$ cat src/common/arfq_pkg.sv
// Shared constants and carrier types for the read-address channel FIFO
`default_nettype none
package arfq_pkg;
  // ****************************************************
  // Widths and sizes
  // ****************************************************
  localparam int ADDR_W = 32;
  localparam int PROT_W = 4;
  localparam int ENTRY_W = ADDR_W + PROT_W;
  localparam int PAR_W = 6;
  localparam int CODE_W = ENTRY_W + PAR_W + 1;
  localparam int FIFO_DEPTH = 8;
  // ****************************************************
  // Error injection bit positions inside a codeword
  // ****************************************************
  localparam int INJ_POS_A = 3;
  localparam int INJ_POS_B = 5;
  // ****************************************************
  // Reset values
  // ****************************************************
  localparam logic RST_FLAG = 1'h0;
  localparam logic RST_RUN = 1'h0;
  // Address word and protection bits as one stored entry
  typedef struct packed {
    logic [ADDR_W-1:0] addr;
    logic [PROT_W-1:0] prot;
  } arfq_entry_s;
  // Decoder result travelling with an entry
  typedef struct packed {
    arfq_entry_s entry;
    logic single_err;
    logic double_err;
  } arfq_dec_s;
endpackage : arfq_pkg
`default_nettype wire

$ cat src/logic/arfq_fifo.sv
// Synchronous FIFO with valid/ready on both sides and an occupancy count
`default_nettype none
module arfq_fifo #(
  parameter int WIDTH = 8,
  parameter int DEPTH = 8
) (
  // Clock and reset
  input wire logic clk_in,
  input wire logic rst_n_in,
  // Filling side
  input wire logic wr_valid_in,
  output logic wr_ready_out,
  input wire logic [WIDTH-1:0] wr_data_in,
  // Draining side
  output logic rd_valid_out,
  input wire logic rd_ready_in,
  output logic [WIDTH-1:0] rd_data_out,
  // Stored word count
  output logic [$clog2(DEPTH+1)-1:0] count_out
);
  localparam int AW = $clog2(DEPTH);
  localparam int CW = $clog2(DEPTH+1);
  logic [WIDTH-1:0] mem_ff [DEPTH];
  logic [AW-1:0] wr_ptr_ff;
  logic [AW-1:0] rd_ptr_ff;
  logic [CW-1:0] count_ff;
  logic wr_fire;
  logic rd_fire;
  // Honest full and empty
  assign wr_ready_out = (count_ff != CW'(DEPTH));
  assign rd_valid_out = (count_ff != '0);
  assign wr_fire = wr_valid_in & wr_ready_out;
  assign rd_fire = rd_valid_out & rd_ready_in;
  assign rd_data_out = mem_ff[rd_ptr_ff];
  assign count_out = count_ff;
  // Pointer wrap at the end of storage
  function automatic logic [AW-1:0] bump(input logic [AW-1:0] p);
    bump = (p == AW'(DEPTH-1)) ? '0 : p + AW'(1);
  endfunction : bump
  // Storage array
  always_ff @(posedge clk_in)
  begin
    if (wr_fire)
    begin
      mem_ff[wr_ptr_ff] <= wr_data_in;
    end
  end
  // Pointers and count
  always_ff @(posedge clk_in)
  begin
    if (!rst_n_in)
    begin
      wr_ptr_ff <= '0;
      rd_ptr_ff <= '0;
      count_ff <= '0;
    end
    else
    begin
      if (wr_fire)
      begin
        wr_ptr_ff <= bump(wr_ptr_ff);
      end
      if (rd_fire)
      begin
        rd_ptr_ff <= bump(rd_ptr_ff);
      end
      if (wr_fire && !rd_fire)
      begin
        count_ff <= count_ff + CW'(1);
      end
      else if (rd_fire && !wr_fire)
      begin
        count_ff <= count_ff - CW'(1);
      end
    end
  end
endmodule : arfq_fifo
`default_nettype wire

$ cat src/logic/arfq_ecc_dec.sv
// SECDED decoder that corrects one flipped bit and flags two
`default_nettype none
module arfq_ecc_dec (
  // Stored codeword
  input wire logic [arfq_pkg::CODE_W-1:0] code_in,
  // Corrected entry and error flags
  output arfq_pkg::arfq_dec_s dec_out
);
  localparam int NPOS = arfq_pkg::CODE_W - 1;
  // Syndrome, correction and data extraction
  always_comb
  begin
    logic [arfq_pkg::PAR_W-1:0] syn;
    logic [arfq_pkg::CODE_W-1:0] fixed;
    logic [arfq_pkg::ENTRY_W-1:0] data;
    logic odd;
    int j;
    syn = '0;
    fixed = code_in;
    data = '0;
    odd = ^code_in;
    j = 0;
    for (int p = 1; p <= NPOS; p++)
    begin
      for (int i = 0; i < arfq_pkg::PAR_W; i++)
      begin
        if (((p >> i) & 1) == 1)
        begin
          syn[i] = syn[i] ^ code_in[p];
        end
      end
    end
    if (odd && (int'(syn) <= NPOS))
    begin
      fixed[syn] = ~fixed[syn];
    end
    for (int p = 1; p <= NPOS; p++)
    begin
      if ((p & (p - 1)) != 0)
      begin
        data[j] = fixed[p];
        j = j + 1;
      end
    end
    dec_out.entry = data;
    dec_out.single_err = odd;
    dec_out.double_err = !odd && (syn != '0);
  end
endmodule : arfq_ecc_dec
`default_nettype wire

$ cat src/logic/arfq_top.sv
// Read-address channel FIFO between an upstream master and a downstream slave
`default_nettype none
// ****************************************************
// Read-address channel FIFO
// ****************************************************
module arfq_top #(
  parameter int DEPTH = arfq_pkg::FIFO_DEPTH,
  parameter logic ECC_EN = 1'h1
) (
  // Clock and reset
  input wire logic CLK_IN,
  input wire logic RESETN_IN,
  // Slave side, from the upstream master
  input wire logic [arfq_pkg::ADDR_W-1:0] S_AXI_ARADDR_IN,
  input wire logic [arfq_pkg::PROT_W-1:0] S_AXI_ARPROT_IN,
  input wire logic S_AXI_ARVALID_IN,
  output logic S_AXI_ARREADY_OUT,
  // Master side, toward the downstream slave
  output logic [arfq_pkg::ADDR_W-1:0] M_AXI_ARADDR_OUT,
  output logic [arfq_pkg::PROT_W-1:0] M_AXI_ARPROT_OUT,
  output logic M_AXI_ARVALID_OUT,
  input wire logic M_AXI_ARREADY_IN,
  // Programmable thresholds
  input wire logic [$clog2(DEPTH)-1:0] AR_FULL_THRESHOLD_IN,
  input wire logic [$clog2(DEPTH)-1:0] AR_EMPTY_THRESHOLD_IN,
  // Error injection
  input wire logic AR_INJECT_SINGLE_ERROR_IN,
  input wire logic AR_INJECT_DOUBLE_ERROR_IN,
  // Status
  output logic AR_SINGLE_ERROR_FLAG_OUT,
  output logic AR_DOUBLE_ERROR_FLAG_OUT,
  output logic AR_WRITE_REJECTED_FLAG_OUT,
  output logic AR_PROG_FULL_OUT,
  output logic AR_PROG_EMPTY_OUT
);
  // ****************************************************
  // Local sizes and declarations
  // ****************************************************
  localparam int THR_W = $clog2(DEPTH);
  localparam int FCW = $clog2(DEPTH+1);
  localparam int CNT_W = $clog2(DEPTH+2);
  localparam int NPOS = arfq_pkg::CODE_W - 1;

  // Run state and captured thresholds
  logic run_ff;
  logic [THR_W-1:0] thr_full_ff;
  logic [THR_W-1:0] thr_empty_ff;

  // Write path
  arfq_pkg::arfq_entry_s wr_entry;
  logic [arfq_pkg::CODE_W-1:0] wr_code;
  logic fifo_wr_ready;
  logic s_fire;

  // Read path
  logic fifo_rd_valid;
  logic fifo_rd_ready;
  logic [arfq_pkg::CODE_W-1:0] rd_code;
  logic [FCW-1:0] fifo_count;
  arfq_pkg::arfq_dec_s rd_dec;
  logic load;
  logic m_fire;
  logic bypass;
  logic [arfq_pkg::CODE_W-1:0] dec_code;

  // Output stage
  logic m_valid_ff;
  arfq_pkg::arfq_entry_s m_entry_ff;
  logic sbit_ff;
  logic dbit_ff;

  // Occupancy and flags
  logic [CNT_W-1:0] total_ff;
  logic [CNT_W-1:0] nxt_total;
  logic prog_full_ff;
  logic prog_empty_ff;
  logic rejected_ff;
  logic nxt_rejected;

  // ****************************************************
  // Codeword builder
  // ****************************************************
  // Hamming code with an overall parity bit in position zero
  function automatic logic [arfq_pkg::CODE_W-1:0] ecc_encode(
    input logic [arfq_pkg::ENTRY_W-1:0] data
  );
    logic [arfq_pkg::CODE_W-1:0] code;
    int j;
    code = '0;
    j = 0;
    // Spread data over the non power of two positions
    for (int p = 1; p <= NPOS; p++)
    begin
      if ((p & (p - 1)) != 0)
      begin
        code[p] = data[j];
        j = j + 1;
      end
    end
    // Check bits at the power of two positions
    for (int i = 0; i < arfq_pkg::PAR_W; i++)
    begin
      for (int p = 1; p <= NPOS; p++)
      begin
        if ((((p >> i) & 1) == 1) && (p != (1 << i)))
        begin
          code[1 << i] = code[1 << i] ^ code[p];
        end
      end
    end
    code[0] = ^code[NPOS:1];
    ecc_encode = code;
  endfunction : ecc_encode

  // ****************************************************
  // Reset and thresholds
  // ****************************************************
  // Hold ready low through reset and the first cycle after it
  always_ff @(posedge CLK_IN)
  begin
    if (!RESETN_IN)
    begin
      run_ff <= arfq_pkg::RST_RUN;
    end
    else
    begin
      run_ff <= 1'h1;
    end
  end

  // Thresholds follow the pins while reset is held
  always_ff @(posedge CLK_IN)
  begin
    if (!RESETN_IN)
    begin
      thr_full_ff <= AR_FULL_THRESHOLD_IN;
      thr_empty_ff <= AR_EMPTY_THRESHOLD_IN;
    end
  end

  // ****************************************************
  // Write side
  // ****************************************************
  // Pack the accepted address and protection into one entry
  assign wr_entry.addr = S_AXI_ARADDR_IN;
  assign wr_entry.prot = S_AXI_ARPROT_IN;

  // Ready only while storage has room, so a full FIFO takes nothing
  assign S_AXI_ARREADY_OUT = fifo_wr_ready & run_ff;
  assign s_fire = S_AXI_ARVALID_IN & S_AXI_ARREADY_OUT;

  // An empty FIFO hands a new entry straight to a free output stage, so valid
  // rises at the accepting edge instead of one cycle later
  assign bypass = s_fire & !fifo_rd_valid & fifo_rd_ready;

  // Encode, then flip chosen bits when injection is asked for
  always_comb
  begin
    wr_code = ecc_encode(wr_entry);
    if (ECC_EN && AR_INJECT_SINGLE_ERROR_IN && !AR_INJECT_DOUBLE_ERROR_IN)
    begin
      wr_code[arfq_pkg::INJ_POS_A] = ~wr_code[arfq_pkg::INJ_POS_A];
    end
    if (ECC_EN && AR_INJECT_DOUBLE_ERROR_IN)
    begin
      wr_code[arfq_pkg::INJ_POS_A] = ~wr_code[arfq_pkg::INJ_POS_A];
      wr_code[arfq_pkg::INJ_POS_B] = ~wr_code[arfq_pkg::INJ_POS_B];
    end
  end

  // ****************************************************
  // Storage
  // ****************************************************
  // Codewords wait here between the two handshakes
  arfq_fifo #(
    .WIDTH(arfq_pkg::CODE_W),
    .DEPTH(DEPTH)
  ) u_fifo (
    .clk_in(CLK_IN),
    .rst_n_in(RESETN_IN),
    .wr_valid_in(S_AXI_ARVALID_IN & run_ff & !bypass),
    .wr_ready_out(fifo_wr_ready),
    .wr_data_in(wr_code),
    .rd_valid_out(fifo_rd_valid),
    .rd_ready_in(fifo_rd_ready),
    .rd_data_out(rd_code),
    .count_out(fifo_count)
  );

  // Check and correct the oldest codeword, or the incoming one on a bypass
  assign dec_code = fifo_rd_valid ? rd_code : wr_code;
  arfq_ecc_dec u_dec (
    .code_in(dec_code),
    .dec_out(rd_dec)
  );

  // ****************************************************
  // Read side
  // ****************************************************
  // Refill the output stage when it is empty or being taken
  assign fifo_rd_ready = !m_valid_ff || M_AXI_ARREADY_IN;
  assign load = (fifo_rd_valid & fifo_rd_ready) | bypass;
  assign m_fire = m_valid_ff & M_AXI_ARREADY_IN;

  // Output valid rises with an entry and stays until accepted
  always_ff @(posedge CLK_IN)
  begin
    if (!RESETN_IN)
    begin
      m_valid_ff <= arfq_pkg::RST_FLAG;
    end
    else if (load)
    begin
      m_valid_ff <= 1'h1;
    end
    else if (m_fire)
    begin
      m_valid_ff <= 1'h0;
    end
  end

  // Entry and its error flags change only on a load
  always_ff @(posedge CLK_IN)
  begin
    if (!RESETN_IN)
    begin
      m_entry_ff <= '0;
      sbit_ff <= arfq_pkg::RST_FLAG;
      dbit_ff <= arfq_pkg::RST_FLAG;
    end
    else if (load)
    begin
      m_entry_ff <= rd_dec.entry;
      sbit_ff <= ECC_EN & rd_dec.single_err;
      dbit_ff <= ECC_EN & rd_dec.double_err;
    end
  end

  // Drive the master side from the output stage
  assign M_AXI_ARVALID_OUT = m_valid_ff;
  assign M_AXI_ARADDR_OUT = m_entry_ff.addr;
  assign M_AXI_ARPROT_OUT = m_entry_ff.prot;
  assign AR_SINGLE_ERROR_FLAG_OUT = sbit_ff & m_valid_ff;
  assign AR_DOUBLE_ERROR_FLAG_OUT = dbit_ff & m_valid_ff;

  // ****************************************************
  // Occupancy and programmable flags
  // ****************************************************
  // Words held anywhere in the block after this edge
  always_comb
  begin
    nxt_total = total_ff;
    if (s_fire && !m_fire)
    begin
      nxt_total = total_ff + CNT_W'(1);
    end
    else if (m_fire && !s_fire)
    begin
      nxt_total = total_ff - CNT_W'(1);
    end
  end

  // Count register
  always_ff @(posedge CLK_IN)
  begin
    if (!RESETN_IN)
    begin
      total_ff <= '0;
    end
    else
    begin
      total_ff <= nxt_total;
    end
  end

  // Compare the coming count against the captured thresholds
  always_ff @(posedge CLK_IN)
  begin
    if (!RESETN_IN)
    begin
      prog_full_ff <= arfq_pkg::RST_FLAG;
      prog_empty_ff <= 1'h1;
    end
    else
    begin
      prog_full_ff <= (nxt_total >= CNT_W'(thr_full_ff));
      prog_empty_ff <= (nxt_total <= CNT_W'(thr_empty_ff));
    end
  end

  assign AR_PROG_FULL_OUT = prog_full_ff;
  assign AR_PROG_EMPTY_OUT = prog_empty_ff;

  // ****************************************************
  // Rejected write indication
  // ****************************************************
  // A request seen while full is refused and reported next cycle
  assign nxt_rejected = S_AXI_ARVALID_IN & run_ff & !fifo_wr_ready;

  // One pulse per refused cycle; storage is untouched
  always_ff @(posedge CLK_IN)
  begin
    if (!RESETN_IN)
    begin
      rejected_ff <= arfq_pkg::RST_FLAG;
    end
    else
    begin
      rejected_ff <= nxt_rejected;
    end
  end

  assign AR_WRITE_REJECTED_FLAG_OUT = rejected_ff;

  // Unused count bits are only observed for width checks
  logic unused_count;
  assign unused_count = ^fifo_count;
endmodule : arfq_top
`default_nettype wire

$ cat config.mk
export PLATFORM = sky130hd
export DESIGN_NAME = arfq_top
export DESIGN_NICKNAME = d
export VERILOG_FILES = /design/src/common/arfq_pkg.sv /design/src/logic/arfq_fifo.sv /design/src/logic/arfq_ecc_dec.sv /design/src/logic/arfq_top.sv
export SDC_FILE = /design/constraint.sdc
export NUM_CORES = 1
export LEC_CHECK = 0
export BUFFER_PORTS_ARGS = -buffer_cell sky130_fd_sc_hd__buf_2
export CORE_MARGIN = 1.5
export CORE_UTILIZATION = 40
export CTS_CLUSTER_SIZE = 24
export DETAILED_ROUTE_END_ITERATION = 8
export PLACE_DENSITY_LB_ADDON = 0.12
export SLEW_MARGIN = 20
export SYNTH_ARGS = -nofsm -noshare
export SYNTH_HDL_FRONTEND = slang
export SYNTH_SLANG_ARGS = --single-unit
$ cat constraint.sdc
create_clock -name CLK_IN -period 6.67 [get_ports CLK_IN]
set_clock_uncertainty 0.2 [all_clocks]
set_input_delay 1.334 -clock CLK_IN [delete_from_list [all_inputs] [get_ports CLK_IN]]
set_output_delay 1.334 -clock CLK_IN [all_outputs]
set_load 0.1 [all_outputs]
== Word-level counts from Yosys, hierarchy flattened ==
Memories as Yosys holds them, arrays and structs flattened. A register that Yosys moved wholly into a read port is not among the register bits.
Index checks and enable logic that the tools add are counted.

* RAM bits: 344
* Register bits after elaboration: 63
* Bits of input ports: 48
* Memories kept: 1
* Output and inout bits: 43
* Logic and storage cells: 293

* Reductions and logical operators: 25
* Mux-type cells: 23
* $add $sub $neg: 6
* Equal/unequal tests: 3
* Magnitude comparators: 5
* Bitwise operators: 215

{| class="wikitable"
|+ Memories
! memory !! depth !! bits a word !! rd ports !! clocked after memory_dff !! write ports !! line !! text
|-
| u_fifo.mem_ff || 8 || 43 || 1 || 1 || 1 || arfq_fifo.sv:23 || <nowiki>logic [WIDTH-1:0] mem_ff [DEPTH];</nowiki>
|}

{| class="wikitable"
|+ Operators by type and width
! cell !! number
|-
| XOR 1 bit || 198
|-
| 2-to-1 mux 43 bit || 2
|-
| bitwise mux 43 bit || 1
|-
| parity 43 bit || 1
|-
| parity 42 bit || 1
|-
| 2-to-1 mux 4 bit || 4
|-
| bitwise AND 1 bit || 12
|-
| 2-to-1 mux 3 bit || 4
|-
| logical NOT 1 bit || 10
|-
| 2-to-1 mux 1 bit || 10
|-
| adder 4 x 1 -> 4 bit (second input constant) || 2
|-
| logical AND 1 bit || 8
|-
| subtractor 4 x 1 -> 4 bit (second input constant) || 2
|-
| < comparator 6 x 7 -> 1 bit (second input constant) || 1
|-
| adder 3 x 1 -> 3 bit (second input constant) || 2
|-
| binary-select mux 1 bit (select 6 bit) || 1
|-
| demux 1 bit (select 6 bit) || 1
|-
| equality test 3 bit (second input constant) || 2
|-
| >= comparator 6 x 1 -> 1 bit (second input constant) || 1
|-
| less-or-equal comparator 6 bit (second input constant) || 1
|-
| nonzero test 6 bit || 1
|-
| >= comparator 4 x 3 -> 1 bit || 1
|-
| less-or-equal comparator 4 x 3 -> 1 bit || 1
|-
| inequality test 4 bit (second input constant) || 1
|-
| other kinds (5) || 9
|}

== Depth between registers and ports, before layout ==
* Word-level depth: 47
* Mapped depth: 23
* Mapped depth without buffers: 13

== Hierarchy ==
Synthesis repeated with hierarchy kept, for this count alone.

* Cell total of the unflattened synthesis: 1180
* Area, all modules: 19088.3 um^2

{| class="wikitable"
|+ By module, submodules not included
! module !! sequential area each (um^2) !! cells an instance !! times used !! area an instance (um^2)
|-
| arfq_fifo || 10590.2 || 573 || 1 || 13843.3
|-
| arfq_top || 1121.1 || 347 || 1 || 3289.4
|-
| arfq_ecc_dec || 0.0 || 260 || 1 || 1955.6
|}

== Least setup slack after synthesis ==
Ideal clock, no wire load.

* Kind: in2reg
* From: input port S_AXI_ARVALID_IN
* To: memory u_fifo.mem_ff[0][0] (netlist name), enable pin
* Setup time: 551 ps
* Data required time: 5919 ps
* Cell stages on the path: 4
* Buffers on the path: 0
* Arrival time: 6015 ps
* Path slack: -96 ps
* Cell sequence: nand2_1 > nor2_1 > nand2_1 > nor4_1

* Longest elaborated chain between the ends: 8
* Elaborated cells between the ends (all ways): 9
* Those cells by class: mux: 2; bitwise: 6; reduce/logical: 1

{| class="wikitable"
|+ Ends and longest elaborated chain
! item !! line !! text
|-
| start: declaration || arfq_top.sv:16 || <nowiki>input wire logic S_AXI_ARVALID_IN,</nowiki>
|-
| bitwise AND 1 bit || arfq_top.sv:150 || <nowiki>assign s_fire = S_AXI_ARVALID_IN & S_AXI_ARREADY_OUT;</nowiki>
|-
| bitwise AND 1 bit (2 in a row) || arfq_top.sv:154 || <nowiki>assign bypass = s_fire & !fifo_rd_valid & fifo_rd_ready;</nowiki>
|-
| logical NOT 1 bit || arfq_top.sv:181 || <nowiki>.wr_valid_in(S_AXI_ARVALID_IN & run_ff & !bypass),</nowiki>
|-
| bitwise AND 1 bit * || arfq_top.sv:181 ||
|-
| bitwise AND 1 bit * || arfq_fifo.sv:32 || <nowiki>assign wr_fire = wr_valid_in & wr_ready_out;</nowiki>
|-
| 2-to-1 mux 1 bit * || arfq_fifo.sv:43 || <nowiki>if (wr_fire)</nowiki>
|-
| 2-to-1 mux 1 bit (not written as such) * || arfq_fifo.sv:45 || <nowiki>mem_ff[wr_ptr_ff] <= wr_data_in;</nowiki>
|-
| end: declaration || arfq_fifo.sv:23 ||
|}

Every way passes the cells marked *; elsewhere a longest branch is shown, timed or not.

== Worst setup path in the final report ==
* From: input port S_AXI_ARADDR_IN[13] (netlist name)
* To: register m_entry_ff (netlist bit M_AXI_ARADDR_OUT[9])

* Elaborated cells between the ends (all ways): 127
* Those cells by class: order compare: 3; mux: 7; bitwise: 113; reduce/logical: 4

{| class="wikitable"
|+ RTL lines
! item !! line !! text
|-
| start: declaration || arfq_top.sv:14 || <nowiki>input wire logic [arfq_pkg::ADDR_W-1:0] S_AXI_ARADDR_IN,</nowiki>
|-
| XOR 1 bit * (10 in a row) || arfq_top.sv:107 || <nowiki>code[1 << i] = code[1 << i] ^ code[p];</nowiki>
|-
| named net u_fifo.wr_data_in[1] || arfq_fifo.sv:13 || <nowiki>input wire logic [WIDTH-1:0] wr_data_in,</nowiki>
|-
| parity 42 bit * || arfq_top.sv:111 || <nowiki>code[0] = ^code[NPOS:1];</nowiki>
|-
| named net u_fifo.wr_data_in[0] || arfq_fifo.sv:13 ||
|-
| 2-to-1 mux 43 bit * || arfq_top.sv:191 || <nowiki>assign dec_code = fifo_rd_valid ? rd_code : wr_code;</nowiki>
|-
| binary-select mux 1 bit (select 6 bit) || arfq_ecc_dec.sv:35 || <nowiki>fixed[syn] = ~fixed[syn];</nowiki>
|-
| 2-to-1 mux 1 bit (not written as such) || arfq_ecc_dec.sv:35 ||
|-
| NOT 1 bit || arfq_ecc_dec.sv:35 ||
|-
| bitwise mux 43 bit || arfq_ecc_dec.sv:35 ||
|-
| 2-to-1 mux 43 bit * || arfq_ecc_dec.sv:33 || <nowiki>if (odd && (int'(syn) <= NPOS))</nowiki>
|-
| end signal: assignment || arfq_top.sv:233 || <nowiki>m_entry_ff <= rd_dec.entry;</nowiki>
|-
| end: declaration || arfq_top.sv:68 || <nowiki>arfq_pkg::arfq_entry_s m_entry_ff;</nowiki>
|}

Mark *: on every way through the listed nets, which the timed path passes. The rest lies on a longest branch. The select of a mux whose other input is x is not followed.
A chain may end at the register's enable or synchronous reset.

==> impl_results.md <==
* Status: completed
* Final WL at 52850 um
* Worst slew pin tran at 1.028 ns
* Die width at 223.3 um
* Syn Nets at 1347
* Worst Setup SP: S_AXI_ARADDR_IN[13]
* First-pass GRT wire length at 78370 um
* Wire per inst at 25.54 um
* N_diodes at 0
* Share of cells above drive strength 1 at 22.49%
* Yosys cell types at 89
* Post-route ant nets at 0
* FF+latch count, synth at 410
* Synthesis-to-layout area growth at 14.21%
* Final Cycle Share at 92.58%
* CTS sink count at 410
* Cell row count at 80
* Worst EP required at 6.95 ns
* DRT Pass-1 Iters at 5
* RSZ-0062 raised after global routing: false
* Clock network latency to the later pin of the worst-skew pair at 0.58 ns
* Buffers from clock root to sink, at most at 3
* DR vias/cell at 5.587
* Final worst slack at 0.4949 ns
* Number of synthesized flops with an enable pin at 350
* Cts repair resizes at 0
* Starting density of the core at 40.56%
* Setup-failing EPs final at 0
* Pin count of the biggest net entering global routing at 57
* Most frequent cells in the layout: edfxtp_1 (350), mux2i_1 (121), buf_2 (90)
* Synthesized instance count at 1283
* Clock buffer count from CTS at 47
* Clock Root Buffer: clkbuf_16
* Synth Flop Type: edfxtp_1
* Residual DRC at 0
* Worst setup path category: in2reg
* Fillers at 4293
* All-Layer GR Usage at 21.39%
* Most common cell after layout, fill and taps aside: edfxtp_1
* Fmax at 161.9 MHz
* Rel. slew slack at 31.10%
* CTS tree: yes
* Ys Warns at 0
* H-Tree Depth at 2
* 1st-iter DRT viols at 975
* CP Capture Type: register
* Post-DP HPWL at 34280 um
* Post-Syn Area at 19410 um2
* Min-delay worst type: reg2reg
* Crit path to: M_AXI_ARADDR_OUT[9]$_SDFFE_PN0P_
* Buffers on Ports at 90
* Tmin final at 6.175 ns
* Crit path max fanout at 11
* R2R Setup Slk at 0.56 ns
* Hold Buf Count CTS at 0
* RePlAce Congestion at 0.9092
* GRT overflow at 0
* Vias at 11560
* Core area at 47850 um2
* Slew Limit Fails at 0
* CTS clk-pin slew, worst paths at 0.06 ns
* Post-Place Setup Slack at -0.04418 ns
* MaxCap Viol Count at 0
* Fin nets at 1481
* Die ar. at 49850 um2
* Vias in the first global route at 11790
* Post-CTS setup buffers at 0
* Sequential-to-total area share from yosys stat at 60.34%
* Die Ht at 223.3 um
* Syn Area/Cell at 15.13 um2
* Startpoint class of the critical path: input port
* Worst EP arrival at 6.46 ns
* Post-synth ARST share at 0%
* Initial antenna violation count at 0
* Worst Reg-to-Reg Cells at 15
* Fin. Hold Viols at 0
* Io pins at 91
* RR Endpoint: M_AXI_ARADDR_OUT[9]$_SDFFE_PN0P_
* Post-layout util at 46.33%
-- synthesized netlist by cell type (28+ instances only) --
cell type / instances / area, um2
a21oi_1: 32 / 160.2
a22oi_1: 36 / 270.3
a31oi_1: 34 / 212.7
dfxtp_1: 60 / 1201
edfxtp_1: 350 / 10510
mux2i_1: 121 / 1211
nand2_1: 61 / 229.0
nor2_1: 54 / 202.7
o21ai_0: 28 / 140.1
xnor2_1: 66 / 578.1
xnor3_1: 31 / 698.2
-- critical path, cell delays in order --
cell and delay (ns):
buf_2 0.29, xnor3_1 0.51, xnor3_1 0.43, xnor2_1 0.27, xnor2_1 0.16, buf_4 0.18, xnor3_1 0.57, a21oi_1 0.42
xnor3_1 0.45, xnor3_1 0.49, o211ai_2 0.28, or2_1 0.34, o21ai_0 0.32, nand2_1 0.11, a221oi_1 0.29
-- routing by layer --
layer | share of wire, % | wire length, um | track usage [%]
met1 | 46 | 24210 | 29.71
met2 | 47 | 25100 | 35.07
met3 | 4.8 | 2555 | 3.411
met4 | 1.9 | 988 | 5.580
met5 | 0 | 0 | 0
-- cell type report --
class / instances / area, um2 / area share, %
flip-flops and latches: 410 / 11720 / 52.85
multi-input cells: 784 / 7181 / 32.39
clock buffers: 60 / 1256 / 5.667
well taps: 615 / 769.5 / 3.471
repair buffers: 153 / 960.9 / 4.335
clock inverters: 26 / 205.2 / 0.9257
inverters: 21 / 78.83 / 0.3556
-- through the flow --
stage,hold slack (ns),setup TNS [ns],std cells,instance area (um2)
final,0.2605,0,2069,22170
after global routing,0.2911,0,2069,22170
after CTS,0.2623,0,2069,22160
after detailed placement,0.2543,-0.04418,1983,20700
after global placement,0.2444,0,1983,20700
after floorplan,0.2317,0,1283,19410
-- worst min path at each step --
stage | start | end | cells past startpoint
after floorplan | sbit_ff$_SDFFE_PN0P_ | sbit_ff$_SDFFE_PN0P_ | 2
after global placement | sbit_ff$_SDFFE_PN0P_ | sbit_ff$_SDFFE_PN0P_ | 2
after detailed placement | sbit_ff$_SDFFE_PN0P_ | sbit_ff$_SDFFE_PN0P_ | 2
after CTS | sbit_ff$_SDFFE_PN0P_ | sbit_ff$_SDFFE_PN0P_ | 2
after global routing | M_AXI_ARADDR_OUT[9]$_SDFFE_PN0P_ | M_AXI_ARADDR_OUT[9]$_SDFFE_PN0P_ | 2
final | sbit_ff$_SDFFE_PN0P_ | sbit_ff$_SDFFE_PN0P_ | 2
-- cells by family (layout without fill, tap and decap cells) --
group           count (synthesis)  after routing  synth area share, %
mux                           182            182                11.92
compound gates                240            240                9.380
fa+ha+maj                      18             18                1.173
flops                         410            410                60.34
buf+inv                        89            260                3.127
simple gates                  218            218                5.480
xor+xnor                      126            126                8.580
-- flip-flops by register name, indices dropped and copies added, names as in the netlist, 3 cells and up, named ones only --
signal            cells
u_fifo.mem_ff       344
M_AXI_ARADDR_OUT     32
M_AXI_ARPROT_OUT      4
total_ff              4
u_fifo.count_out      4
thr_empty_ff          3
thr_full_ff           3
u_fifo.rd_ptr_ff      3
u_fifo.wr_ptr_ff      3
Power is not shown: default switching activity piles up to over one toggle a cycle in this logic, so the estimate is an artifact.
